[config.mk]
export PLATFORM = sky130hd
export DESIGN_NAME = wwd_core
export DESIGN_NICKNAME = d
export VERILOG_FILES = /design/src/logic/wwd_pkg.sv /design/src/logic/wwd_tick_div.sv /design/src/logic/wwd_core.sv
export SDC_FILE = /design/constraint.sdc
export NUM_CORES = 1
export LEC_CHECK = 0
export BUFFER_PORTS_ARGS = -buffer_cell sky130_fd_sc_hd__clkbuf_2
export CAP_MARGIN = 20
export CORE_UTILIZATION = 50
export DETAILED_ROUTE_END_ITERATION = 8
export PLACE_DENSITY = 0.72
export SETUP_SLACK_MARGIN = 0.05
export SLEW_MARGIN = 25
export SYNTH_ARGS = -nofsm -noshare
export SYNTH_HDL_FRONTEND = slang
export SYNTH_SLANG_ARGS = --single-unit
[constraint.sdc]
create_clock -name pclk -period 4.45 [get_ports pclk]
set_input_delay 0.6675 -clock pclk [delete_from_list [all_inputs] [get_ports pclk]]
set_output_delay 0.6675 -clock pclk [all_outputs]
set_load 0.01 [all_outputs]
[src/logic/wwd_pkg.sv]
// Package for the windowed watchdog: register map, field layouts, reset values, timing.
// Assumes a 125 MHz APB clock and a low-speed count clock derived from it by a divider.
package wwd_pkg;

    // Clock rates in kHz, as used to derive the low-speed tick divider
    localparam int unsigned PCLK_FREQ_KHZ = 125000;
    localparam int unsigned LS_FREQ_KHZ   = 264;
    // Longest period rounds down, never below one cycle
    localparam int unsigned LS_DIV_CYCLES =
        (PCLK_FREQ_KHZ / LS_FREQ_KHZ) < 1 ? 1 : (PCLK_FREQ_KHZ / LS_FREQ_KHZ);

    // Register byte offsets
    localparam logic [11:0] OFS_RESTART = 12'h000;
    localparam logic [11:0] OFS_OSC_MODE = 12'h004;
    localparam logic [11:0] OFS_COUNT   = 12'h008;
    localparam logic [11:0] OFS_IRQ_STS = 12'h00c;
    localparam logic [11:0] OFS_IRQ_MSK = 12'h010;
    localparam logic [11:0] OFS_OPTION  = 12'h080;

    // Restart code
    localparam logic [7:0] RESTART_CODE = 8'hac;

    // Option byte field positions
    localparam int unsigned OPT_LOCK_BIT = 0;
    localparam int unsigned OPT_SEL_LSB  = 1;
    localparam int unsigned OPT_WIN_LSB  = 4;
    // Oscillator mode register: stop bit position
    localparam int unsigned OSC_STOP_BIT = 1;

    // Reset values
    localparam logic [7:0] OPTION_RST = 8'h00;
    localparam logic       STOP_RST   = 1'b0;
    localparam logic [2:0] IRQ_RST    = 3'h0;

    // Event bits in the interrupt status and mask
    localparam int unsigned EV_OVERFLOW = 0;
    localparam int unsigned EV_CLOSED   = 1;
    localparam int unsigned EV_BADCODE  = 2;
    localparam int unsigned EV_COUNT    = 3;

    // Counter geometry: overflow after 2^(MIN_EXP + select)
    localparam int unsigned MIN_EXP = 10;
    localparam int unsigned CNT_W   = 18;

    // Option byte carrier
    typedef struct packed {
        logic [1:0] open_period_size;
        logic [2:0] overflow_time_select;
        logic       lowspeed_osc_lock_option;
    } wwd_opt_t;

endpackage

[src/logic/wwd_tick_div.sv]
// Divider producing a one-cycle enable at the low-speed count rate.
// Assumes a single free-running clock; the enable never gates a clock.
`timescale 1ns/1ps
module wwd_tick_div #(
    parameter int unsigned DIV = 473
) (
    input  wire logic pclk,
    input  wire logic presetn,
    output logic      tick
);
    localparam int unsigned DW = (DIV > 1) ? $clog2(DIV) : 1;
    localparam logic [DW-1:0] LAST = DW'(DIV - 1);

    logic [DW-1:0] cnt_reg;
    logic [DW-1:0] cnt_next;
    logic          tick_reg;

    // Wrap at the last count
    assign cnt_next = (cnt_reg == LAST) ? '0 : cnt_reg + DW'(1);
    assign tick     = tick_reg;

    // Free running; tick registered to keep it glitch free
    always_ff @(posedge pclk or negedge presetn) begin
        if (!presetn) begin
            cnt_reg  <= '0;
            tick_reg <= 1'b0;
        end else begin
            cnt_reg  <= cnt_next;
            tick_reg <= (cnt_reg == LAST);
        end
    end
endmodule

[src/logic/wwd_core.sv]
// Windowed watchdog with APB register access, sticky event interrupt and reset request.
// Assumes halt/stop/self-programming indications come from logic on pclk.
//
// Design decisions made here: the placing of the registers and the APB slave port.
`timescale 1ns/1ps

module wwd_core
    import wwd_pkg::*;
#(
    parameter int unsigned LS_DIV = LS_DIV_CYCLES
) (
    input  wire logic        pclk,
    input  wire logic        presetn,
    input  wire logic        psel,
    input  wire logic        penable,
    input  wire logic        pwrite,
    input  wire logic [11:0] paddr,
    input  wire logic [31:0] pwdata,
    output logic             pready,
    output logic [31:0]      prdata,
    output logic             pslverr,
    input  wire logic        halt_mode,
    input  wire logic        stop_mode,
    input  wire logic        self_prog_active,
    output logic             reset_req,
    output logic             irq
);

    // Register state
    wwd_opt_t              option_reg;
    logic                  osc_stop_reg;
    logic [EV_COUNT-1:0]   irq_sts_reg;
    logic [EV_COUNT-1:0]   irq_sts_next;
    logic [EV_COUNT-1:0]   irq_msk_reg;
    logic [CNT_W-1:0]      count_reg;
    logic [CNT_W-1:0]      count_next;
    logic                  reset_req_reg;
    logic [31:0]           prdata_reg;

    // Bus decode
    wire setup_phase = psel & ~penable;
    wire access      = psel & penable;
    wire wr_access   = access & pwrite;
    wire hit_restart = (paddr == OFS_RESTART);
    wire hit_osc     = (paddr == OFS_OSC_MODE);
    wire hit_count   = (paddr == OFS_COUNT);
    wire hit_sts     = (paddr == OFS_IRQ_STS);
    wire hit_msk     = (paddr == OFS_IRQ_MSK);
    wire hit_option  = (paddr == OFS_OPTION);
    wire mapped      = hit_restart | hit_osc | hit_count | hit_sts | hit_msk | hit_option;

    // Zero wait states; unmapped addresses answer with an error
    assign pready  = access;
    assign pslverr = access & ~mapped;
    assign prdata  = prdata_reg;

    // Low-speed count enable
    logic ls_tick;

    wwd_tick_div #(
        .DIV (LS_DIV)
    ) u_tick (
        .pclk    (pclk),
        .presetn (presetn),
        .tick    (ls_tick)
    );

    // Overflow limit and window bound from the option byte
    wire [CNT_W-1:0] ovf_limit =
        CNT_W'(1) << (MIN_EXP + 32'(option_reg.overflow_time_select));
    wire [CNT_W-1:0] quarter   = ovf_limit >> 2;
    // Window size 00/01/10/11 opens the last 25/50/75/100 percent of the period
    wire [1:0]       closed_q  = 2'd3 - option_reg.open_period_size;
    wire [CNT_W-1:0] open_from = CNT_W'(quarter * closed_q);
    wire             win_open  = (count_reg >= open_from);

    // Freeze conditions only bite when the oscillator is not locked
    wire unlocked   = ~option_reg.lowspeed_osc_lock_option;
    wire low_power  = halt_mode | stop_mode;
    wire frozen     = unlocked & (low_power | osc_stop_reg);
    // Self-programming deliberately has no say here, the count keeps going
    wire run        = ls_tick & ~frozen;
    wire overflow   = run & (count_reg == ovf_limit - CNT_W'(1));

    // Restart register writes
    wire wr_restart = wr_access & hit_restart;
    wire good_code  = (pwdata[7:0] == RESTART_CODE);
    wire restart_ok = wr_restart & good_code & win_open;
    wire bad_code   = wr_restart & ~good_code;
    wire bad_window = wr_restart & good_code & ~win_open;

    // Counter: restart clears, freeze holds without clearing
    always_comb begin
        count_next = count_reg;
        if (restart_ok) begin
            count_next = '0;
        end else if (run) begin
            count_next = count_reg + CNT_W'(1);
        end
    end

    always_ff @(posedge pclk or negedge presetn) begin
        if (!presetn) begin
            count_reg <= '0;
        end else begin
            count_reg <= count_next;
        end
    end

    // Reset request holds until the system reset takes the block down
    always_ff @(posedge pclk or negedge presetn) begin
        if (!presetn) begin
            reset_req_reg <= 1'b0;
        end else if (overflow | bad_code | bad_window) begin
            reset_req_reg <= 1'b1;
        end
    end
    assign reset_req = reset_req_reg;

    // Sticky events: a new event beats a same-cycle clear
    wire [EV_COUNT-1:0] ev_set = {bad_code, bad_window, overflow};
    wire [EV_COUNT-1:0] ev_clr = (wr_access & hit_sts) ? pwdata[EV_COUNT-1:0] : '0;
    assign irq_sts_next = (irq_sts_reg & ~ev_clr) | ev_set;
    assign irq          = |(irq_sts_reg & irq_msk_reg);

    // Configuration and interrupt registers
    always_ff @(posedge pclk or negedge presetn) begin
        if (!presetn) begin
            option_reg   <= wwd_opt_t'(OPTION_RST[5:0]);
            osc_stop_reg <= STOP_RST;
            irq_sts_reg  <= IRQ_RST;
            irq_msk_reg  <= IRQ_RST;
        end else begin
            irq_sts_reg <= irq_sts_next;
            if (wr_access & hit_option) begin
                option_reg <= wwd_opt_t'(pwdata[5:0]);
            end
            if (wr_access & hit_osc) begin
                osc_stop_reg <= pwdata[OSC_STOP_BIT];
            end
            if (wr_access & hit_msk) begin
                irq_msk_reg <= pwdata[EV_COUNT-1:0];
            end
        end
    end

    // Read mux, sampled in the setup phase so read data comes from a flop
    logic [31:0] rd_mux;
    always_comb begin
        rd_mux = 32'h0000_0000;
        case (1'b1)
            hit_osc:    rd_mux = {30'h0, osc_stop_reg, 1'b0};
            hit_count:  rd_mux = {13'h0, win_open, count_reg};
            hit_sts:    rd_mux = {29'h0, irq_sts_reg};
            hit_msk:    rd_mux = {29'h0, irq_msk_reg};
            hit_option: rd_mux = {26'h0, option_reg};
            default:    rd_mux = 32'h0000_0000;
        endcase
    end

    always_ff @(posedge pclk or negedge presetn) begin
        if (!presetn) begin
            prdata_reg <= 32'h0000_0000;
        end else if (setup_phase & ~pwrite) begin
            prdata_reg <= rd_mux;
        end
    end

    // Self-programming input is observed only to document that it has no effect
    wire unused_ok = self_prog_active;

endmodule

Yosys cells after proc, flatten, opt, wreduce, memory -nomap -nowiden
Cells that the tools add are included.
{ "totals": {"reg_bits": 74, "latch_bits": 0, "ram_bits": 0, "rom_bits": 0, "inputBits": 52, "output_inout_bits": 36, "wordCells": 76, "n_memories": 0} }
{ "op_classes": {"addsub": 5, "n_mul": 1, "div_mod_pow": 0, "order_cmp": 1, "eq_ne": 8, "shifts": 1, "n_mux": 9, "n_bitwise": 37, "n_reduce_logical": 3} }
{ "ops": {"columns": ["cell", "count"], "rows": [
  ["$mux W18", 2],
  ["$mux W32", 1],
  ["$eq A12 B4 Y1 const B", 2],
  ["$mux W19", 1],
  ["$add A18 B1 Y18 const B", 1],
  ["$eq A18 B18 Y1", 1],
  ["$ge A18 B18 Y1", 1],
  ["$mul A16 B2 Y18", 1],
  ["$mux W6", 3],
  ["$shl A1 B5 Y18 const A", 1],
  ["$sub A18 B1 Y18 const B", 1],
  ["$and A1 B1 Y1", 17],
  ["$eq A12 B3 Y1 const B", 1],
  ["$eq A12 B5 Y1 const B", 1],
  ["$eq A12 B8 Y1 const B", 1],
  ["$logic_not A12 Y1", 1],
  ["$add A9 B1 Y9 const B", 1],
  ["$eq A9 B9 Y1 const B", 1],
  ["$mux W9", 1],
  ["$or A1 B1 Y1", 9],
  ["$eq A8 B8 Y1 const B", 1],
  ["$not A1 Y1", 7],
  ["$and A3 B3 Y3", 2],
  ["$add A4 B3 Y5 const A", 1],
  ["6 further kinds", 6]
]} }

Depth between registers and ports, before layout
{ "logic_depth": {"depth_word": 8, "mapped_depth": 20} }

Hierarchy
From an unflattened synthesis, not the netlist that was laid out.
{ "unflattened": {"hier_cells": 512, "area_unflattened_um2": 4626.9} }
{ "modules_own_cells": {"columns": ["module", "n_inst", "cells_per_inst", "area_each_um2"], "rows": [
  ["wwd_core", 1, 467, 4140.2],
  ["wwd_tick_div", 1, 45, 486.7]
]} }

Worst setup path after synthesis
No wires, ideal clock.
{ "synth_timing": {"path_kind": "register -> register", "start": "reg option_reg[2] (netlist bit)", "end": "reg count_reg[0]", "arrival_ns": 4.527, "required_time_ns": 4.318, "setup_slack_ns": -0.208, "path_stages_with_launch": 21, "n_path_buf": 2, "path_cell_list": "dfrtp_1 > inv_1 > ha_1 > clkbuf_1 > or3_1 > nor2_1 > ha_1 > a211oi_1 > nor2_1 > or2_2 > o21ai_0 > a21oi_1 > xnor2_1 > ha_1 > nand4_1 > nor4_1 > nor3_1 > o21a_1 > a21oi_2 > clkbuf_1 > nor2_1"} }
{ "synth_between": {"elab_chain_cells": 6, "word_cells_on_any_way": 7} }
{ "synth_rtl": {"columns": ["element", "line_no", "rtl"], "rows": [
  ["start: declaration", "wwd_core.sv:30", "wwd_opt_t option_reg;"],
  ["start signal: assignment", "wwd_core.sv:129", "option_reg <= wwd_opt_t'(OPTION_RST[5:0]);"],
  ["start signal: assignment", "wwd_core.sv:136", "option_reg <= wwd_opt_t'(pwdata[5:0]);"],
  ["$add A4 B3 Y5 (*)", "wwd_core.sv:70", "CNT_W'(1) << (MIN_EXP + 32'(option_reg.overflow_time_select));"],
  ["$shl A1 B5 Y18 (*)", "wwd_core.sv:70", null],
  ["$mul A16 B2 Y18 (*)", "wwd_core.sv:74", "wire [CNT_W-1:0] open_from = CNT_W'(quarter * closed_q);"],
  ["$ge A18 B18 Y1 (*)", "wwd_core.sv:75", "wire win_open = (count_reg >= open_from);"],
  ["$and A1 B1 Y1 (*)", "wwd_core.sv:88", "wire restart_ok = wr_restart & good_code & win_open;"],
  ["$mux W18 / $reduce_bool A2 Y1 (equally long branches)", null, null],
  ["end signal: assignment", "wwd_core.sv:106", "count_reg <= count_next;"],
  ["end: declaration", "wwd_core.sv:35", "logic [CNT_W-1:0] count_reg;"]
]} }
Mark *: on every way between the ends. The rest lies on a longest branch, timed or not.
A chain may end at the register's enable or synchronous reset.

Worst setup path in the final report
{ "layout_timing": {"start": "reg option_reg[2] (netlist bit)", "end": "reg count_reg[16]"} }
The elaborated chain is that of the path after synthesis.

==> impl_table.tex <==
\begin{tabular}{lr}
\hline
Metric & Value \\
\hline
\multicolumn{2}{l}{\textbf{Timing}} \\
Final Cycle Share & 93.3\% \\
Max Freq & 241 MHz \\
Number of slew-limit violations in the final report & 0 \\
Clock skew & 18.0 ps \\
Slew Limit Headroom & 43.3\% \\
Hold Worst Slack & 329 ps \\
Setup Total Neg Slack & 0 ps \\
Least-Margin Pin Slew & 845 ps \\
Unrepaired setup endpoints after global routing & false \\
Final worst path period need & 4150 ps \\
Setup violations, final & 0 \\
Count of final hold-check violations & 0 \\
\multicolumn{2}{l}{\textbf{Synth}} \\
Average footprint of a synthesized cell & 8.91 um2 \\
Yosys warnings & 0 \\
Most used flip-flop cell after synthesis & dfrtp\_1 \\
Fraction of registers with async set or reset after synthesis & 100\% \\
Leading post-synthesis cells by cell area & dfrtp\_1, ha\_1, nor2\_1 \\
Cell types with the highest counts after synthesis & nor2\_1, dfrtp\_1, ha\_1 \\
Most common cell in the netlist & nor2\_1 \\
Synth unique cells & 57 \\
Post-synthesis sequential area ratio & 34.1\% \\
Cell area after synthesis & 4480 um2 \\
Post-Synthesis Cells & 503 \\
Top cell type by total area after synthesis & dfrtp\_1 \\
Area share of the largest cell type after synthesis & 34.1\% \\
Synthesized flop and latch total & 61 \\
Number of synthesized flops with an enable pin & 0 \\
\multicolumn{2}{l}{\textbf{Global routing}} \\
First-pass GRT wire length & 17900 um \\
GR Util All Layers & 23.7\% \\
Vias in the first global route & 3773 \\
Final global-route overflow total & 0 \\
Pin count of the biggest net entering global routing & 36 \\
Antenna violations before repair & 0 \\
\multicolumn{2}{l}{\textbf{Pwr}} \\
Power density over cell area & 237 nW/um2 \\
LEAKAGE & 2.48 nW \\
IR Drop Worst-Case VDD & 0.172 mV \\
Overall power consumption & 0.00123 W \\
\multicolumn{2}{l}{\textbf{Placed design}} \\
Area after DPL & 4940 um2 \\
Global placement routability congestion & 0.892 \\
Half-perimeter wire length after placement & 8320 um \\
Count of buffers inserted at the top-level ports & 49 \\
\multicolumn{2}{l}{\textbf{Final layout}} \\
Share of the core filled with cells & 59.9\% \\
Final net count & 675 \\
Layout cell share with drive strength beyond 1 & 17.1\% \\
Finished layout cell area & 5200 um2 \\
Max FFs per register & 19 \\
Synth-to-Final Area Change & 16.1\% \\
Antenna fix cells & 0 \\
\multicolumn{2}{l}{\textbf{Drt}} \\
Number of detailed-routing iterations run before antenna repair & 5 \\
\# DRC & 0 \\
Average routed wire per standard cell & 15.5 um \\
Antenna-violating nets left & 0 \\
Sum of routed wire length over all layers & 10800 um \\
Vias after detailed routing & 3971 \\
Number of violations reported at the end of detailed-routing iteration 0 & 196 \\
Via count normalized by instance count & 5.74 \\
\multicolumn{2}{l}{\textbf{Run}} \\
\# Max-Cap Violations & 0 \\
\multicolumn{2}{l}{\textbf{Floorplan}} \\
Effective utilization at floorplan & 51.6\% \\
Floorplan die width & 96.7 um \\
Cell Rows & 34 \\
Die height & 96.7 um \\
Top-level port count & 88 \\
Area of the die & 9340 um2 \\
Core region area & 8680 um2 \\
\multicolumn{2}{l}{\textbf{Clocking}} \\
Sink Count & 61 \\
Number of CTS-inserted buffers & 9 \\
H-tree levels & 3 \\
Number of buffers between clock root and the deepest sink & 2 \\
Hold bufs inserted after CTS & 0 \\
Latest clock arrival within the worst-skew pair & 350 ps \\
Root cell of the clock tree & clkbuf\_8 \\
CTS tree & done \\
Clk pin slew, worst setup/hold paths & 80 ps \\
\multicolumn{2}{l}{\textbf{Critical path}} \\
Critical setup path kind & flop to flop \\
Element type at the critical path end & flop \\
CP Data Required Time & 4670 ps \\
Startpoint type of the worst setup path & flop \\
Maximum fanout count along the critical path & 18 \\
Register-to-Register Path Depth & 21 \\
Arrival time of the worst setup path & 4380 ps \\
\multicolumn{2}{l}{\textbf{Hold path}} \\
Classification of the worst-slack hold path & input pin to asynchronous set/reset pin \\
\multicolumn{2}{l}{\textbf{Status}} \\
Run status & complete, no violations \\
\hline
\end{tabular}
[critical path, stage by stage (launching register included)]
cell and delay [ps]:
dfrtp_2 390, inv_1 60, ha_1 330, buf_4 170
nor2_1 130, nand2_1 110, nor2_1 110, ha_1 270
a211oi_2 220, nor2_1 80, or2_2 290, o21ai_2 150
a21oi_1 100, xnor2_1 170, ha_1 320, nand4_1 150
nor4_2 220, nor3_1 110, o21a_2 250, a21oi_4 170
buf_12 170, nor2_1 60
[per-stage QoR]
stage | setup slack, ps | std cells
floorplan | 99.1 | 529
global placement | 181 | 674
detailed placement | 73.8 | 674
CTS | 69.3 | 690
global route | 44.6 | 692
finish | 297 | 692
[timing repair]
action / in CTS / in global routing
gates cloned: 0 / 0
setup endpoints to repair: 18 / 21
buffers inserted: 0 / 2
pin swaps: 0 / 1
resized for setup: 1 / 6
[where the power goes]
part	internal, W	total (W)	switching, W
sequential	0.000554	0.000555	0.000000198
clock	0.000348	0.000574	0.000226
combinational	0.0000387	0.000103	0.0000642
[final cells by class]
cell class	count	area (um2)
Multi-Input combinational cell	416	2840
Inverter	26	97.6
Clock inverter	3	68.8
Timing Repair Buffer	65	378
Clock buffer	13	159
Fill cell	758	3480
Sequential cell	61	1530
Tap cell	108	135
[cells by family (layout without fill, tap and decap cells)]
| family | Yosys count | after routing | synth area share [%] |
|---|---|---|---|
| compound gates | 102 | 102 | 15.8 |
| buf+inv | 52 | 107 | 5.61 |
| xor+xnor | 43 | 43 | 8.41 |
| mux | 5 | 5 | 1.26 |
| flops | 61 | 61 | 34.1 |
| fa+ha+maj | 44 | 44 | 12.5 |
| simple gates | 195 | 195 | 22.3 |
| other cells | 1 | 27 | 0.0837 |
[routing by layer]
layer  vias to the layer above  part of all wire, %  global-route usage [%]
met5                         -                    0                       0
met4                         0                  2.2                    9.64
met3                        19                  6.8                    4.19
met2                       137                   48                    38.7
met1                      1896                   43                    31.2
li1                       1919                    -                       -
[placed cells by master, fill, tap and decap left out, types with 5 or more instances in the layout]
master and count:
mux2_2 5, and3_1 9, clkbuf_2 49, nand2b_1 6, dfrtp_1 60, nand4_1 13
nor4_1 7, inv_1 26, conb_1 27, nor2_1 63, a22o_1 13, nand3_1 15
xnor2_1 22, o21ai_0 27, nand2_1 41, a21o_1 7, buf_4 15, xor2_1 21
clkbuf_8 11, a21oi_1 18, nor3_1 9, ha_1 43
[path summary, 6_finish.rpt]
check                                     startpoint                         to  slack (ps)
min                                          presetn      prdata[0]$_DFFE_PN0P_         330
min reg2reg                    prdata[0]$_DFFE_PN0P_      prdata[0]$_DFFE_PN0P_         490
max reg2reg                option_reg[2]$_DFFE_PN0P_  count_reg[16]$_DFFE_PN0P_         300
max                        option_reg[2]$_DFFE_PN0P_  count_reg[16]$_DFFE_PN0P_         300
max in group asynchronous                    presetn      u_tick.tick$_DFF_PN0_        3210
min in group pclk              prdata[0]$_DFFE_PN0P_      prdata[0]$_DFFE_PN0P_         490
No activity file was read; power rests on OpenSTA's default activity.
